<file path="src/design/seac_pkg.sv">
// constants and types shared by the serial eeprom access controller
package seac_pkg;

  // ===========================================================================
  // register indices and byte addresses (byte address = 4 * index)
  localparam logic [9:0] IDX_TEST      = 10'h052;
  localparam logic [9:0] IDX_CTRL      = 10'h054;
  localparam logic [9:0] IDX_ADDR      = 10'h055;
  localparam logic [9:0] IDX_DATA      = 10'h056;
  localparam logic [9:0] IDX_IRQ_STAT  = 10'h058;
  localparam logic [9:0] IDX_IRQ_MASK  = 10'h059;
  localparam logic [11:0] ADDR_TEST     = {IDX_TEST, 2'b00};
  localparam logic [11:0] ADDR_CTRL     = {IDX_CTRL, 2'b00};
  localparam logic [11:0] ADDR_ADDR     = {IDX_ADDR, 2'b00};
  localparam logic [11:0] ADDR_DATA     = {IDX_DATA, 2'b00};
  localparam logic [11:0] ADDR_IRQ_STAT = {IDX_IRQ_STAT, 2'b00};
  localparam logic [11:0] ADDR_IRQ_MASK = {IDX_IRQ_MASK, 2'b00};

  // ===========================================================================
  // field positions
  localparam int TEST_INHIBIT_BIT = 0;
  localparam int TEST_FAST_BIT    = 1;
  localparam int TEST_STATUS_BIT  = 2;
  localparam int CTRL_START_BIT   = 0;
  localparam int CTRL_DIR_BIT     = 1;
  localparam int CTRL_ERR_BIT     = 2;
  localparam int CTRL_OK_BIT      = 3;
  localparam int CTRL_RATE_LSB    = 6;
  localparam int ADDR_WORD_LSB    = 1;
  localparam int IRQ_DONE_BIT     = 0;
  localparam int IRQ_ERR_BIT      = 1;
  localparam int IRQ_AL_BIT       = 2;

  // ===========================================================================
  // reset values
  localparam logic [1:0]  RATE_RESET  = 2'h0;
  localparam logic [2:0]  IRQ_RESET   = 3'h0;
  localparam logic [15:0] DATA_RESET  = 16'h0000;

  // ===========================================================================
  // clock divisors of the primary clock, fast autoload shift
  localparam logic [10:0] DIV_CODE0  = 11'h400;
  localparam logic [10:0] DIV_CODE1  = 11'h200;
  localparam logic [10:0] DIV_CODE2  = 11'h100;
  localparam logic [10:0] DIV_CODE3  = 11'h020;
  localparam int          QTR_SHIFT  = 2;
  localparam int          FAST_SHIFT = 5;

  // ===========================================================================
  // two-wire device selects (generic memory class, chip address zero)
  localparam logic [7:0] EE_SEL_WRITE = 8'ha0;
  localparam logic [7:0] EE_SEL_READ  = 8'ha1;

  typedef enum logic [1:0] {ST_IDLE, ST_START, ST_BITS, ST_STOP} seac_state_t;

endpackage : seac_pkg

</file>
<file path="src/design/seac_eeprom_ctrl.sv">
// serial eeprom access controller: apb registers, autoload and two-wire engine
//
// How it works
// - test register inhibit bit set to one skips the post-reset autoload
// - fast autoload bit makes autoload run thirty-two times faster, eight times at rate code 11
// - test register bit 2 shows autoload in progress, read only
// - writing one to control start bit launches one eeprom read or write
// - direction bit one sends a write, zero sends a read
// - error bit set when the eeprom fails to acknowledge in a cycle
// - autoload success bit set only after a completed autoload, else zero
// - control bits 5 and 4 always read as zero
// - rate code 00 divides the clock by 1024, code 01 by 512
// - eeprom clock derives from the primary clock, 10 by 256, 11 by 32
// - rate field resets to 00
// - address register bits 7 to 1 give the eeprom word address
// - a write cycle sends the sixteen-bit data register
// - a completed software read places the received word in the data register
`timescale 1ns/100ps
module seac_eeprom_ctrl
  import seac_pkg::*;
#(
  parameter int AW       = 12,
  parameter int AL_WORDS = 4,
  parameter int AL_DELAY = 16
)
(
  input  wire logic          clock_i,
  input  wire logic          resetn_i,
  input  wire logic          psel_i,
  input  wire logic          penable_i,
  input  wire logic          pwrite_i,
  input  wire logic [AW-1:0] paddr_i,
  input  wire logic [31:0]   pwdata_i,
  output logic      [31:0]   prdata_o,
  output logic               pready_o,
  output logic               pslverr_o,
  output logic               ee_scl_o,
  output logic               ee_sda_o,
  output logic               ee_sda_oe_o,
  input  wire logic          ee_sda_i,
  output logic               irq_o,
  output logic      [15:0]   al_word_o,
  output logic      [6:0]    al_addr_o,
  output logic               al_valid_o
);

  generate
    if (AW < 12 || AL_WORDS < 1 || AL_WORDS > 128 || AL_DELAY < 1 || AL_DELAY > 255)
    begin : g_bad_params
      $error("seac_eeprom_ctrl: unsupported parameter values");
    end
  endgenerate

  // ===========================================================================
  // state
  logic        inhibit;
  logic        fast;
  logic        start_bit;
  logic        dir_bit;
  logic        err_bit;
  logic        al_ok;
  logic [1:0]  rate;
  logic [6:0]  word_addr;
  logic [15:0] data_reg;
  logic [2:0]  irq_stat;
  logic [2:0]  irq_mask;
  seac_state_t state;
  logic [1:0]  qtr;
  logic [3:0]  bitn;
  logic [2:0]  bidx;
  logic [7:0]  shreg;
  logic [15:0] rx_word;
  logic        cur_write;
  logic        cur_al;
  logic [6:0]  cur_addr;
  logic        op_err;
  logic [8:0]  tick_cnt;
  logic        sda_s1;
  logic        sda_s2;
  logic        al_active;
  logic [6:0]  al_cnt;
  logic [7:0]  al_wait;

  // ===========================================================================
  // apb decode
  wire       wr_en      = psel_i & penable_i & pwrite_i;
  wire       hit_test   = paddr_i == AW'(ADDR_TEST);
  wire       hit_ctrl   = paddr_i == AW'(ADDR_CTRL);
  wire       hit_addr   = paddr_i == AW'(ADDR_ADDR);
  wire       hit_data   = paddr_i == AW'(ADDR_DATA);
  wire       hit_istat  = paddr_i == AW'(ADDR_IRQ_STAT);
  wire       hit_imask  = paddr_i == AW'(ADDR_IRQ_MASK);
  wire       hit_any    = hit_test | hit_ctrl | hit_addr | hit_data | hit_istat | hit_imask;
  wire [7:0] test_rd    = {5'h00, al_active, fast, inhibit};
  wire [7:0] ctrl_rd    = {rate, 2'b00, al_ok, err_bit, dir_bit, start_bit};
  wire [31:0] rd_mux    = hit_test  ? {24'h000000, test_rd} :
                          hit_ctrl  ? {24'h000000, ctrl_rd} :
                          hit_addr  ? {24'h000000, word_addr, 1'b0} :
                          hit_data  ? {16'h0000, data_reg} :
                          hit_istat ? {29'h00000000, irq_stat} :
                          hit_imask ? {29'h00000000, irq_mask} : 32'h00000000;

  assign pready_o  = psel_i & penable_i;
  assign pslverr_o = psel_i & penable_i & ~hit_any;

  // ===========================================================================
  // serial clock timing: a bit slot is four quarters
  wire [10:0] div_sel   = (rate == 2'h0) ? DIV_CODE0 :
                          (rate == 2'h1) ? DIV_CODE1 :
                          (rate == 2'h2) ? DIV_CODE2 : DIV_CODE3;
  wire [8:0]  qtr_norm  = 9'(div_sel >> QTR_SHIFT);
  wire [8:0]  qtr_fast0 = 9'(div_sel >> (QTR_SHIFT + FAST_SHIFT));
  wire [8:0]  qtr_fast  = (qtr_fast0 == 9'h000) ? 9'h001 : qtr_fast0;
  wire [8:0]  qtr_len   = (cur_al && fast) ? qtr_fast : qtr_norm;
  wire        busy      = state != ST_IDLE;
  wire        tick      = busy && (tick_cnt == qtr_len - 9'h001);
  wire        slot_end  = tick && (qtr == 2'h3);
  wire        sample    = tick && (qtr == 2'h2);

  // ===========================================================================
  // transaction plan
  wire       rx_byte   = !cur_write && (bidx >= 3'h3);
  wire [2:0] last_idx  = cur_write ? 3'h3 : 3'h4;
  wire [2:0] load_idx  = (state == ST_START) ? bidx : 3'(bidx + 3'h1);
  wire [7:0] tx_sel    = (load_idx == 3'h0) ? EE_SEL_WRITE :
                         (load_idx == 3'h1) ? {cur_addr, 1'b0} :
                         (load_idx == 3'h2 && !cur_write) ? EE_SEL_READ :
                         (load_idx == 3'h2) ? data_reg[15:8] : data_reg[7:0];
  wire       bit_out   = (bitn < 4'h8) ? (rx_byte | shreg[7]) :
                         (rx_byte ? (bidx == last_idx) : 1'b1);
  wire       sda_hi    = (state == ST_START) ? (qtr < 2'h2) :
                         (state == ST_STOP)  ? (qtr >= 2'h2) :
                         (state == ST_BITS)  ? bit_out : 1'b1;
  wire       scl_hi    = busy && (qtr == 2'h1 || qtr == 2'h2);
  wire       nack_now  = sample && state == ST_BITS && bitn == 4'h8 && !rx_byte && sda_s2;
  wire       done      = slot_end && state == ST_STOP;
  wire       sw_done   = done && !cur_al;
  wire       al_done   = done && cur_al;
  wire       al_last   = al_cnt == 7'(AL_WORDS - 1);
  wire       al_go     = !busy && al_active && al_wait == 8'h00 && !inhibit;
  wire       al_skip   = !busy && al_active && inhibit;
  wire       sw_go     = !busy && start_bit && !al_active;
  wire       launch    = al_go || sw_go;

  // ===========================================================================
  // interrupts
  wire [2:0] irq_evt   = {al_done | al_skip, nack_now, sw_done};
  wire [2:0] irq_clr   = (wr_en && hit_istat) ? pwdata_i[2:0] : 3'h0;
  wire [2:0] next_irq  = (irq_stat & ~irq_clr) | irq_evt;

  assign irq_o = |(irq_stat & irq_mask);

  // ===========================================================================
  // apb read data, captured in the setup cycle
  always_ff @(posedge clock_i or negedge resetn_i)
  begin
    if (!resetn_i)
      prdata_o <= 32'h00000000;
    else if (psel_i && !penable_i)
      prdata_o <= rd_mux;
  end

  // ===========================================================================
  // software registers
  always_ff @(posedge clock_i or negedge resetn_i)
  begin
    if (!resetn_i)
    begin
      inhibit   <= 1'b0;
      fast      <= 1'b0;
      dir_bit   <= 1'b0;
      rate      <= RATE_RESET;
      word_addr <= 7'h00;
      irq_mask  <= IRQ_RESET;
      irq_stat  <= IRQ_RESET;
    end
    else
    begin
      irq_stat <= next_irq;
      if (wr_en && hit_test)
        {fast, inhibit} <= pwdata_i[TEST_INHIBIT_BIT +: 2];
      if (wr_en && hit_ctrl)
      begin
        dir_bit <= pwdata_i[CTRL_DIR_BIT];
        rate    <= pwdata_i[CTRL_RATE_LSB +: 2];
      end
      if (wr_en && hit_addr)
        word_addr <= pwdata_i[ADDR_WORD_LSB +: 7];
      if (wr_en && hit_imask)
        irq_mask <= pwdata_i[2:0];
    end
  end

  // start request: a new write of one wins over the completion clear
  always_ff @(posedge clock_i or negedge resetn_i)
  begin
    if (!resetn_i)
      start_bit <= 1'b0;
    else if (wr_en && hit_ctrl && pwdata_i[CTRL_START_BIT])
      start_bit <= 1'b1;
    else if (sw_done)
      start_bit <= 1'b0;
  end

  // completed read beats a software write in the same cycle
  always_ff @(posedge clock_i or negedge resetn_i)
  begin
    if (!resetn_i)
      data_reg <= DATA_RESET;
    else if (sw_done && !cur_write && !op_err)
      data_reg <= rx_word;
    else if (wr_en && hit_data)
      data_reg <= pwdata_i[15:0];
  end

  always_ff @(posedge clock_i or negedge resetn_i)
  begin
    if (!resetn_i)
      err_bit <= 1'b0;
    else if (nack_now)
      err_bit <= 1'b1;
    else if (launch)
      err_bit <= 1'b0;
  end

  // ===========================================================================
  // autoload sequencing
  always_ff @(posedge clock_i or negedge resetn_i)
  begin
    if (!resetn_i)
    begin
      al_active  <= 1'b1;
      al_ok      <= 1'b0;
      al_cnt     <= 7'h00;
      al_wait    <= 8'(AL_DELAY);
      al_valid_o <= 1'b0;
      al_word_o  <= 16'h0000;
      al_addr_o  <= 7'h00;
    end
    else
    begin
      al_valid_o <= 1'b0;
      if (al_wait != 8'h00)
        al_wait <= al_wait - 8'h01;
      if (al_skip || (al_done && op_err))
        al_active <= 1'b0;
      if (al_done && !op_err)
      begin
        al_valid_o <= 1'b1;
        al_word_o  <= rx_word;
        al_addr_o  <= cur_addr;
        al_cnt     <= 7'(al_cnt + 7'h01);
        if (al_last)
        begin
          al_active <= 1'b0;
          al_ok     <= 1'b1;
        end
      end
    end
  end

  // ===========================================================================
  // two-wire engine
  always_ff @(posedge clock_i or negedge resetn_i)
  begin
    if (!resetn_i)
      {sda_s2, sda_s1} <= 2'b11;
    else
      {sda_s2, sda_s1} <= {sda_s1, ee_sda_i};
  end

  always_ff @(posedge clock_i or negedge resetn_i)
  begin
    if (!resetn_i)
      tick_cnt <= 9'h000;
    else if (!busy || tick)
      tick_cnt <= 9'h000;
    else
      tick_cnt <= tick_cnt + 9'h001;
  end

  always_ff @(posedge clock_i or negedge resetn_i)
  begin
    if (!resetn_i)
      {ee_scl_o, ee_sda_o, ee_sda_oe_o} <= 3'b100;
    else
      {ee_scl_o, ee_sda_o, ee_sda_oe_o} <= {!busy || scl_hi, 1'b0, !sda_hi};
  end

  always_ff @(posedge clock_i or negedge resetn_i)
  begin
    if (!resetn_i)
    begin
      state     <= ST_IDLE;
      {qtr, bitn, bidx} <= 9'h000;
      shreg     <= 8'h00;
      rx_word   <= 16'h0000;
      {cur_write, cur_al, op_err} <= 3'b000;
      cur_addr  <= 7'h00;
    end
    else if (launch)
    begin
      state     <= ST_START;
      qtr       <= 2'h0;
      bidx      <= 3'h0;
      op_err    <= 1'b0;
      cur_al    <= al_go;
      cur_write <= al_go ? 1'b0 : dir_bit;
      cur_addr  <= al_go ? al_cnt : word_addr;
    end
    else if (tick)
    begin
      qtr <= 2'(qtr + 2'h1);
      if (nack_now)
        op_err <= 1'b1;
      if (sample && state == ST_BITS && bitn < 4'h8 && rx_byte)
        shreg <= {shreg[6:0], sda_s2};
      if (slot_end)
      begin
        unique case (state)
          ST_START:
          begin
            state <= ST_BITS;
            bitn  <= 4'h0;
            shreg <= tx_sel;
          end
          ST_BITS:
          begin
            if (bitn < 4'h8)
            begin
              bitn <= bitn + 4'h1;
              if (!rx_byte)
                shreg <= {shreg[6:0], 1'b0};
            end
            else
            begin
              if (rx_byte)
                rx_word <= {rx_word[7:0], shreg};
              if (op_err || bidx == last_idx)
                state <= ST_STOP;
              else if (!cur_write && bidx == 3'h1)
              begin
                state <= ST_START;
                bidx  <= 3'h2;
              end
              else
              begin
                bidx  <= 3'(bidx + 3'h1);
                bitn  <= 4'h0;
                shreg <= tx_sel;
              end
            end
          end
          ST_STOP, ST_IDLE:
            state <= ST_IDLE;
        endcase
      end
    end
  end
endmodule : seac_eeprom_ctrl

</file>
<file path="config.mk">
export PLATFORM = sky130hd
export DESIGN_NAME = seac_eeprom_ctrl
export DESIGN_NICKNAME = d
export VERILOG_FILES = /design/src/design/seac_pkg.sv /design/src/design/seac_eeprom_ctrl.sv
export SDC_FILE = /design/constraint.sdc
export NUM_CORES = 1
export LEC_CHECK = 0
export BUFFER_PORTS_ARGS = -buffer_cell sky130_fd_sc_hd__buf_4
export CORE_ASPECT_RATIO = 2
export CORE_MARGIN = 3
export CORE_UTILIZATION = 55
export CTS_CLUSTER_SIZE = 16
export DETAILED_ROUTE_END_ITERATION = 8
export GPL_ROUTABILITY_DRIVEN = 0
export PLACE_DENSITY = 0.77
export SETUP_SLACK_MARGIN = 0.1
export SLEW_MARGIN = 20
export SYNTH_ARGS = -nofsm -noshare
export SYNTH_HDL_FRONTEND = slang
export SYNTH_SLANG_ARGS = --single-unit
export TNS_END_PERCENT = 30
</file>
<file path="constraint.sdc">
create_clock -name clock_i -period 4.9 [get_ports clock_i]
set_input_delay 0.735 -clock clock_i [delete_from_list [all_inputs] [get_ports clock_i]]
set_output_delay 0.735 -clock clock_i [all_outputs]
set_load 0.03 [all_outputs]
</file>
==> results of run 1 <==
==> metrics by stage <==
| step | total power [uW] | setup slack [ns] | instance area (um^2) | std cells | utilization (%) |
|---|---|---|---|---|---|
| after floorplan | 1328 | 1.131 | 7884 | 775 | - |
| after global placement | 1373 | 0.8360 | 8469 | 996 | 60.97 |
| after detailed placement | 1375 | 0.6648 | 8469 | 996 | 60.97 |
| after CTS | 2802 | 0.6347 | 9119 | 1028 | 65.65 |
| after global routing | 2874 | 0.4667 | 9119 | 1028 | 65.65 |
| final | 2786 | 0.5931 | 9119 | 1028 | 65.65 |
==> worst max-delay path, cell delays in order, from the launching register on <==
cell and delay [ns]:
dfrtp_1 0.62, nand3_1 0.14, or2_2 0.30, ha_1 0.26, nor3_1 0.29, a21oi_2 0.10, xnor2_1 0.12, or4_1 0.72
or4_4 0.57, nand4bb_1 0.34, buf_4 0.32, mux2_1 0.36
==> report_power, final <==
part / total [uW] / leakage, uW / internal, uW / switching, uW
registers: 1250 / 0.00199 / 1250 / 1.72
logic: 101 / 0.00198 / 28.1 / 72.5
clock network: 1430 / 0.000312 / 881 / 553
==> synthesized netlist by cell type (5+ instances only) <==
library cell	instances	area, um^2
a21oi_1	39	195.2
inv_1	21	78.83
mux2_2	29	326.6
mux2i_1	32	320.3
buf_4	19	142.6
dfstp_2	5	131.4
mux2_1	18	202.7
xnor2_1	13	113.9
buf_6	5	56.30
mux2_4	10	150.1
a31oi_1	7	43.79
nor3_1	10	50.05
xor2_1	10	87.58
ha_1	16	200.2
nand4_1	6	37.54
dfrtp_1	146	3654
nor2_1	56	210.2
nor4bb_1	5	50.05
o221ai_1	10	87.58
nor4_1	7	43.79
nand2_1	98	367.9
a22o_1	6	52.55
clkbuf_1	29	108.9
a22oi_1	8	60.06
o21ai_0	33	165.2
o31ai_1	7	52.55
nand3_1	29	145.1
nor3b_1	6	45.04
==> layout make-up <==
class,count,area (um^2),area share [%]
Sequential cell,151,3785,41.51
Multi-Input combinational cell,546,3697,40.55
Timing Repair Buffer,89,671.9,7.368
Clock buffer,18,439.2,4.816
Tap cell,189,236.5,2.593
Clock inverter,14,210.2,2.305
Inverter,21,78.83,0.8644
==> routing by layer <==
layer	routed length, um	global-route usage, %
met3	918	4.308
met4	945	12.28
met1	7111	27.07
met2	10790	47.58
met5	0	0
==> worst paths after layout <==
path                                end  cells after the start      from  slack (ns)
max reg2reg                al_word_o[1]                     11    cur_al        0.59
min in group asynchronous  al_word_o[5]                      1  resetn_i        0.41
min reg2reg                      sda_s2                      0    sda_s1        0.36
min                              sda_s2                      0    sda_s1        0.36
max in group asynchronous       err_bit                      2  resetn_i        3.28
max                        al_word_o[1]                     11    cur_al        0.59
==> kinds of logic after synthesis <==
| family | after synthesis |
|---|---|
| xor+xnor | 23 |
| buf+inv | 78 |
| flops | 151 |
| mux | 89 |
| compound gates | 140 |
| other cells | 1 |
| fa+ha+maj | 16 |
| simple gates | 261 |
==> results.json, run 1 <==
{
  "drt_pass1_iterations": 5,
  "maximum_clock_frequency_mhz": 232.2,
  "fin_skew_ns": 0.006785,
  "layout_common_cells": "dfrtp_1 (146), nand2_1 (98), buf_4 (88)",
  "drv.max_cap_violation_count": 0,
  "critical_path_required_ns": 5.19,
  "yosys_register_bits": 151,
  "tritoncts.num_buffers": 17,
  "post-cts-setup-buffer-count": 0,
  "ctsResizeCount": 0,
  "num_antenna_cells": 0,
  "layout_commonest_cell": "dfrtp_1",
  "core_region_area_um2": 13890,
  "buffer_levels_on_the_longest_clock_path": 2,
  "critical_path.endpoint_type": "flip-flop",
  "drt_first_iter_violations": 671,
  "routed-via-count": 6251,
  "status": "completed",
  "cts-hold-fix-buffers": 0,
  "maximum_number_of_pins_on_one_net_before_global_route_repair": 108,
  "synth_enable_flop_cells": 0,
  "globalRouteTotalUtil_pct": 25.35,
  "ir_drop_mv": 0.2655,
  "synth_top_family_by_area": "simple AND/OR/NAND/NOR gates",
  "post_synth_instance_area_um2": 7824,
  "timing_hold_violations_final": 0,
  "synth_compound_gate_area_share_pct": 11.58,
  "synth_cell_type_count": 70,
  "synth_ff_type": "dfrtp_1",
  "syn_inst": 759,
  "area_overhead_of_the_layout_relative_to_synthesis_pct": 16.55,
  "initial_utilization_pct": 56.32,
  "fin_crit_ns": 4.307,
  "async_set_or_reset_flop_fraction_in_the_synthesized_netlist_pct": 100.0,
  "min_period_over_period_pct": 87.90,
  "floorplan.rows": 61,
  "h-tree-depth": 4,
  "layout.nets": 892,
  "rsz0062_at_grt": "false",
  "yosys.area_share.adder_pct": 2.559,
  "initial_antenna_violation_count": 0,
  "n_fill_cell": 1084,
  "drt_wl_total_um": 19760,
  "clock_insertion_delay_worst_skew_ns": 0.42,
  "global_route_wire_length_before_repair_um": 31990,
  "critPathArrivalTime_ns": 4.60,
  "timing.hold.ws_ns": 0.3576,
  "floorplan.die_area_um2": 15780,
  "drtAntennaViolNets": 0,
  "synth_mux_area_share_pct": 12.78,
  "slew_at_the_pin_with_the_worst_max_slew_slack_ns": 1.004,
  "synth.avg_cell_area_um2": 10.31,
  "synth_simple_gate_area_share_pct": 16.89,
  "timing.setup.tns_ns": 0,
  "setup.worst_path.class": "flip-flop to flip-flop",
  "timing.critical_path.fanout_max": 22,
  "power_density_nw_per_um2": 305.5,
  "first_global_vias": 6311,
  "numPortBuffers": 78,
  "timing_max_transition_violations_final": 0,
  "power.leakage_uw": 0.004282,
  "clock-sinks": 151,
  "routed_wire_length_per_instance_um": 19.22,
  "holdCritPathClass": "flip-flop to flip-flop",
  "worstSetupStartpointType": "flip-flop",
  "die-width_um": 90.34,
  "die_span_in_y_um": 174.7,
  "io_pins": 112,
  "tritoncts": "yes",
  "drt_drc_violations_left": 0,
  "dp_hpwl_um": 14430,
  "drive_above_1_share_pct": 21.10,
  "path_clk_slew_ns": 0.06,
  "max-slew-margin-rel_pct": 32.53,
  "synth_seq_area_share_pct": 48.38,
  "ys_warn_count": 0,
  "globalRouteOverflowTotal": 0,
  "clock-root-buffer": "clkbuf_16",
  "synth_xor_xnor_area_share_pct": 2.575,
  "vias_per_cell": 6.081,
  "setup_violations": 0
}
No activity file was read; power rests on OpenSTA's default activity.
==> run 2: changes to the inputs <==
--- a/config.mk
+++ b/config.mk
@@ -5,6 +5,7 @@
 export SDC_FILE = /design/constraint.sdc
 export NUM_CORES = 1
 export LEC_CHECK = 0
+export ABC_AREA = 1
 export BUFFER_PORTS_ARGS = -buffer_cell sky130_fd_sc_hd__buf_4
 export CORE_ASPECT_RATIO = 2
 export CORE_MARGIN = 3
==> results.json, run 2 <==
{
  "status": "completed",
  "die_span_in_y_um": 176.6,
  "min_period_over_period_pct": 71.66,
  "synth.avg_cell_area_um2": 7.947,
  "routed-via-count": 7050,
  "globalRouteOverflowTotal": 0,
  "power_density_nw_per_um2": 285.4,
  "maximum_clock_frequency_mhz": 284.8,
  "setup_violations": 0,
  "timing.critical_path.fanout_max": 22,
  "critPathArrivalTime_ns": 3.78,
  "clock-sinks": 151,
  "h-tree-depth": 4,
  "leading_post_synthesis_cells_by_cell_area": "dfrtp_1 (46%), nand2_1 (11%), inv_1 (6.7%)",
  "floorplan.die_area_um2": 16120,
  "clock-root-buffer": "clkbuf_16",
  "holdCritPathClass": "flip-flop to flip-flop",
  "critical_path_required_ns": 5.17,
  "post-cts-setup-buffer-count": 0,
  "async_set_or_reset_flop_fraction_in_the_synthesized_netlist_pct": 100.0,
  "initial_antenna_violation_count": 0,
  "global_route_wire_length_before_repair_um": 33870,
  "num_antenna_cells": 0,
  "critical_path.endpoint_type": "flip-flop",
  "tritoncts.num_buffers": 17,
  "fin_crit_ns": 3.511,
  "syn_inst": 1007,
  "timing_max_transition_violations_final": 0,
  "yosys_register_bits": 151,
  "max-slew-margin-rel_pct": 39.03,
  "core_region_area_um2": 14040,
  "numPortBuffers": 78,
  "fin_skew_ns": 0.01061,
  "drive_above_1_share_pct": 13.14,
  "post_synth_instance_area_um2": 8003,
  "path_clk_slew_ns": 0.07,
  "slew_at_the_pin_with_the_worst_max_slew_slack_ns": 0.9146,
  "io_pins": 112,
  "floorplan.rows": 61,
  "layout_commonest_cell": "nand2_1",
  "drtAntennaViolNets": 0,
  "rsz0062_at_grt": "false",
  "ir_drop_mv": 0.2571,
  "area_overhead_of_the_layout_relative_to_synthesis_pct": 16.03,
  "routed_wire_length_per_instance_um": 15.74,
  "setup.worst_path.class": "flip-flop to flip-flop",
  "timing.setup.tns_ns": 0,
  "drt_first_iter_violations": 530,
  "globalRouteTotalUtil_pct": 26.52,
  "count_leader_synth": "nand2_1",
  "synth_cell_type_count": 44,
  "ctsResizeCount": 0,
  "drv.max_cap_violation_count": 0,
  "cts-hold-fix-buffers": 0,
  "synth_seq_area_share_pct": 47.30,
  "yosysTopAreaCellShare_pct": 45.65,
  "timing_hold_violations_final": 0,
  "tritoncts": "yes",
  "drt_pass1_iterations": 5,
  "die-width_um": 91.30,
  "layout.nets": 1149,
  "first_global_vias": 6973,
  "synth_area_leader_cell": "dfrtp_1",
  "synthTopCellsByCount": "nand2_1 (232), dfrtp_1 (146), inv_1 (143), o21ai_0 (81), nand3_1 (67)",
  "power.leakage_uw": 0.004514,
  "worstSetupStartpointType": "flip-flop",
  "synth_ff_type": "dfrtp_1",
  "layout_common_cells": "nand2_1 (232), dfrtp_1 (146), inv_1 (143)",
  "ys_warn_count": 0,
  "dp_hpwl_um": 14970,
  "buffer_levels_on_the_longest_clock_path": 2,
  "drt_drc_violations_left": 0,
  "drt_wl_total_um": 20230,
  "maximum_number_of_pins_on_one_net_before_global_route_repair": 116,
  "vias_per_cell": 5.486,
  "initial_utilization_pct": 56.99,
  "synth_enable_flop_cells": 0,
  "timing.hold.ws_ns": 0.3628,
  "clock_insertion_delay_worst_skew_ns": 0.42
}
## run 2: stage by stage
stage / power (uW) / worst slack (ns) / cells / cell area, um^2 / util [%]
detailed placement: 1360 / 1.449 / 1253 / 8690 / 61.88
global placement: 1360 / 1.509 / 1253 / 8690 / 61.88
CTS: 2665 / 1.424 / 1285 / 9283 / 66.10
finish: 2650 / 1.389 / 1285 / 9285 / 66.12
floorplan: 1315 / 2.008 / 1023 / 8063 / -
global route: 2725 / 1.083 / 1285 / 9285 / 66.12
## run 2: cell type report
| type | instances | area, um^2 |
|---|---|---|
| Clock buffer | 17 | 425.4 |
| Clock inverter | 15 | 167.7 |
| Fill cell | 1262 | 4758 |
| Inverter | 149 | 559.3 |
| Multi-Input combinational cell | 679 | 3467 |
| Sequential cell | 151 | 3785 |
| Tap cell | 189 | 236.5 |
| Timing Repair Buffer | 85 | 644.4 |
## run 2: kinds of logic after synthesis
kind of cell / share of synthesized area [%]
muxes: 0.1407
other: 0.04686
DFF: 47.30
and+or+nand+nor: 23.55
AOI/OAI and AO/OA: 15.03
xor gates and xnor gates: 1.313
buffers and inverters: 10.13
adders and majority gates: 2.502
## run 2: worst paths after layout
check	startpoint	endpoint	slack (ns)	cells past startpoint
max	rate[1]	data_reg[10]	1.39	17
min	sda_s1	sda_s2	0.36	0
max reg2reg	rate[1]	data_reg[10]	1.39	17
min reg2reg	sda_s1	sda_s2	0.36	0
max in group asynchronous	resetn_i	prdata_o[13]	3.39	2
min in group asynchronous	resetn_i	tick_cnt[2]	0.43	1
## run 2: where the power goes
part           leakage (uW)  switching [uW]  total, uW  internal [uW]
combinational       0.00228            63.5       85.9           22.4
sequential          0.00195           0.708       1250           1250
clock              0.000279             553       1310            761
## run 2: metal layers
layer	up-vias	wire [um]	global-route usage, %
li1	3463	-	-
met1	3319	7847	30.61
met2	216	10710	47.77
met3	52	927	4.222
met4	0	741	12.09
met5	-	0	0
## run 2: critical path, stage by stage, from the launching register on
cell      delay, ns
dfrtp_1        0.53
nand2_1        0.16
nor2_1         0.15
inv_1          0.06
ha_1           0.27
inv_1          0.14
nand3_1        0.09
nand3_1        0.14
nand2_1        0.06
nor2_1         0.14
nand3_2        0.12
nor2_4         0.22
nand2_2        0.13
nor2_4         0.16
nand3_2        0.22
buf_4          0.29
nand2_2        0.28
o221ai_1       0.18
==> run 3: changes to the inputs <==
--- a/config.mk
+++ b/config.mk
@@ -5,7 +5,7 @@
 export SDC_FILE = /design/constraint.sdc
 export NUM_CORES = 1
 export LEC_CHECK = 0
-export ABC_AREA = 1
+export ABC_AREA = 0
 export BUFFER_PORTS_ARGS = -buffer_cell sky130_fd_sc_hd__buf_4
 export CORE_ASPECT_RATIO = 2
 export CORE_MARGIN = 3
==> constraint.sdc (replaced) <==
create_clock -name clock_i -period 3.4 [get_ports clock_i]
set_input_delay 0.51 -clock clock_i [delete_from_list [all_inputs] [get_ports clock_i]]
set_output_delay 0.51 -clock clock_i [all_outputs]
set_load 0.03 [all_outputs]
==> results.json, run 3 (synthesized netlist as in run 1, its figures left out) <==
{
  "status": "completed",
  "slew_at_the_pin_with_the_worst_max_slew_slack_ns": 0.9083,
  "layout.nets": 922,
  "reg2reg_from": "rate[1]",
  "buffer_levels_on_the_longest_clock_path": 2,
  "fin_skew_ns": 0.007653,
  "routed-via-count": 6383,
  "floorplan.rows": 61,
  "ir_drop_mv": 0.3231,
  "maximum_clock_frequency_mhz": 303.0,
  "setup.worst_path.class": "flip-flop to flip-flop",
  "tritoncts.num_buffers": 17,
  "die-width_um": 90.34,
  "clock-sinks": 151,
  "critical_path.startpoint": "rate[1]",
  "drv.max_cap_violation_count": 0,
  "dp_hpwl_um": 15100,
  "fin_crit_ns": 3.300,
  "drive_above_1_share_pct": 25.32,
  "first_global_vias": 6396,
  "globalRouteTotalUtil_pct": 26.87,
  "holdCritPathClass": "primary input to asynchronous set/reset pin",
  "timing.setup.tns_ns": 0,
  "drt_wl_total_um": 21010,
  "area_overhead_of_the_layout_relative_to_synthesis_pct": 20.60,
  "setup_violations": 0,
  "critical_path_required_ns": 3.70,
  "core_region_area_um2": 13890,
  "routed_wire_length_per_instance_um": 19.86,
  "maximum_number_of_pins_on_one_net_before_global_route_repair": 96,
  "min_period_over_period_pct": 97.07,
  "num_antenna_cells": 0,
  "timing_max_transition_violations_final": 0,
  "global_route_wire_length_before_repair_um": 33470,
  "layout_commonest_cell": "dfrtp_1",
  "power.leakage_uw": 0.004437,
  "die_span_in_y_um": 174.7,
  "max-slew-margin-rel_pct": 39.45,
  "io_pins": 112,
  "initial_antenna_violation_count": 0,
  "power_density_nw_per_um2": 411.4,
  "worstSetupStartpointType": "flip-flop",
  "rsz0062_at_grt": "true",
  "clock_insertion_delay_worst_skew_ns": 0.42,
  "postLayoutCoreUtil_pct": 67.92,
  "finalNonFillerCells": 1058,
  "floorplan.die_area_um2": 15780,
  "drtAntennaViolNets": 0,
  "vias_per_cell": 6.033,
  "numPortBuffers": 78,
  "critical_path.endpoint_type": "flip-flop",
  "tritoncts": "yes",
  "initial_utilization_pct": 56.32,
  "critPathArrivalTime_ns": 3.60,
  "totalPowerFinal_uw": 3881,
  "timing.critical_path.fanout_max": 8,
  "h-tree-depth": 4,
  "layout_common_cells": "dfrtp_1 (144), buf_4 (112), nand2_1 (98)",
  "drt_pass1_iterations": 6,
  "path_clk_slew_ns": 0.07,
  "placed_cells": 1019,
  "drt_first_iter_violations": 490,
  "drt_drc_violations_left": 0,
  "timing_hold_violations_final": 0,
  "globalRouteOverflowTotal": 0,
  "clock-root-buffer": "clkbuf_16"
}
[run 3: cell types whose count changed in the layout (fill, tap and decap cells not counted), sizes merged, moves of 12 or more]
| cell | before | now |
|---|---|---|
| xnor2 | 1 | 13 |
| o21ai | 103 | 34 |
| mux2 | 1 | 57 |
| nand2 | 238 | 98 |
| o221ai | 24 | 10 |
| mux2i | 0 | 32 |
| nor2 | 70 | 56 |
| inv | 153 | 28 |
| nand3 | 71 | 29 |
| buf | 84 | 119 |
[run 3: repair_timing]
| item | in CTS | in global routing |
|---|---|---|
| hold buffers | 0 | 0 |
| buffers inserted | 5 | 1 |
| resized for setup | 6 | 18 |
| pin swaps | 9 | 5 |
| cloned | 1 | 0 |
| setup endpoints to repair | 32 | 62 |
[run 3: final timing paths]
| kind | endpoint | slack [ns] | depth (start not counted) |
|---|---|---|---|
| max | rx_word[5] | 0.1 | 12 |
| min | al_wait[3] | 0.15 | 1 |
| max reg2reg | rx_word[5] | 0.1 | 12 |
| min reg2reg | sda_s2 | 0.36 | 0 |
| max in group asynchronous | sda_s2 | 2.36 | 2 |
| min in group clock_i | sda_s1 | 0.20 | 1 |
[run 3: per-stage QoR]
stage / setup WS, ns / area, um^2 / hold WS [ns]
final: 0.09961 / 9435 / 0.1480
after detailed placement: 0.04035 / 8683 / 0.3513
after floorplan: -0.2053 / 7935 / 0.2144
after global placement: 0.1128 / 8683 / 0.3483
after global routing: 0.01849 / 9435 / 0.1890
after CTS: 0.01208 / 9366 / 0.1890
[run 3: final cells by class]
| class | count | area [um^2] |
|---|---|---|
| Fill cell | 1046 | 4456 |
| Sequential cell | 151 | 3787 |
| Multi-Input combinational cell | 546 | 3787 |
| Timing Repair Buffer | 119 | 944.7 |
| Clock buffer | 18 | 439.2 |
| Tap cell | 189 | 236.5 |
| Clock inverter | 14 | 161.4 |
| Inverter | 21 | 78.83 |
[run 3: layer usage]
metal,share of wire [%],routed length (um),vias up,track usage [%]
li1,-,-,2873,-
met1,35,7310,3149,28.58
met2,55,11460,274,49.92
met3,4.6,974,87,4.136
met4,6.0,1260,0,14.96
met5,0,0,-,0
[run 3: critical path, stage by stage (launching register included)]
cell     delay [ns]
dfrtp_1        0.41
nand3_2        0.10
or2_4          0.24
ha_4           0.18
buf_6          0.12
xor2_2         0.16
xnor2_1        0.13
or4_4          0.43
or4_4          0.54
nor4b_4        0.24
buf_6          0.18
buf_12         0.14
mux2_4         0.31
[run 3: power by group]
| group | internal [uW] | total [uW] | switching (uW) |
|---|---|---|---|
| Combinational | 42.6 | 149 | 107 |
| Clock | 1120 | 1930 | 807 |
| Sequential | 1800 | 1800 | 2.48 |
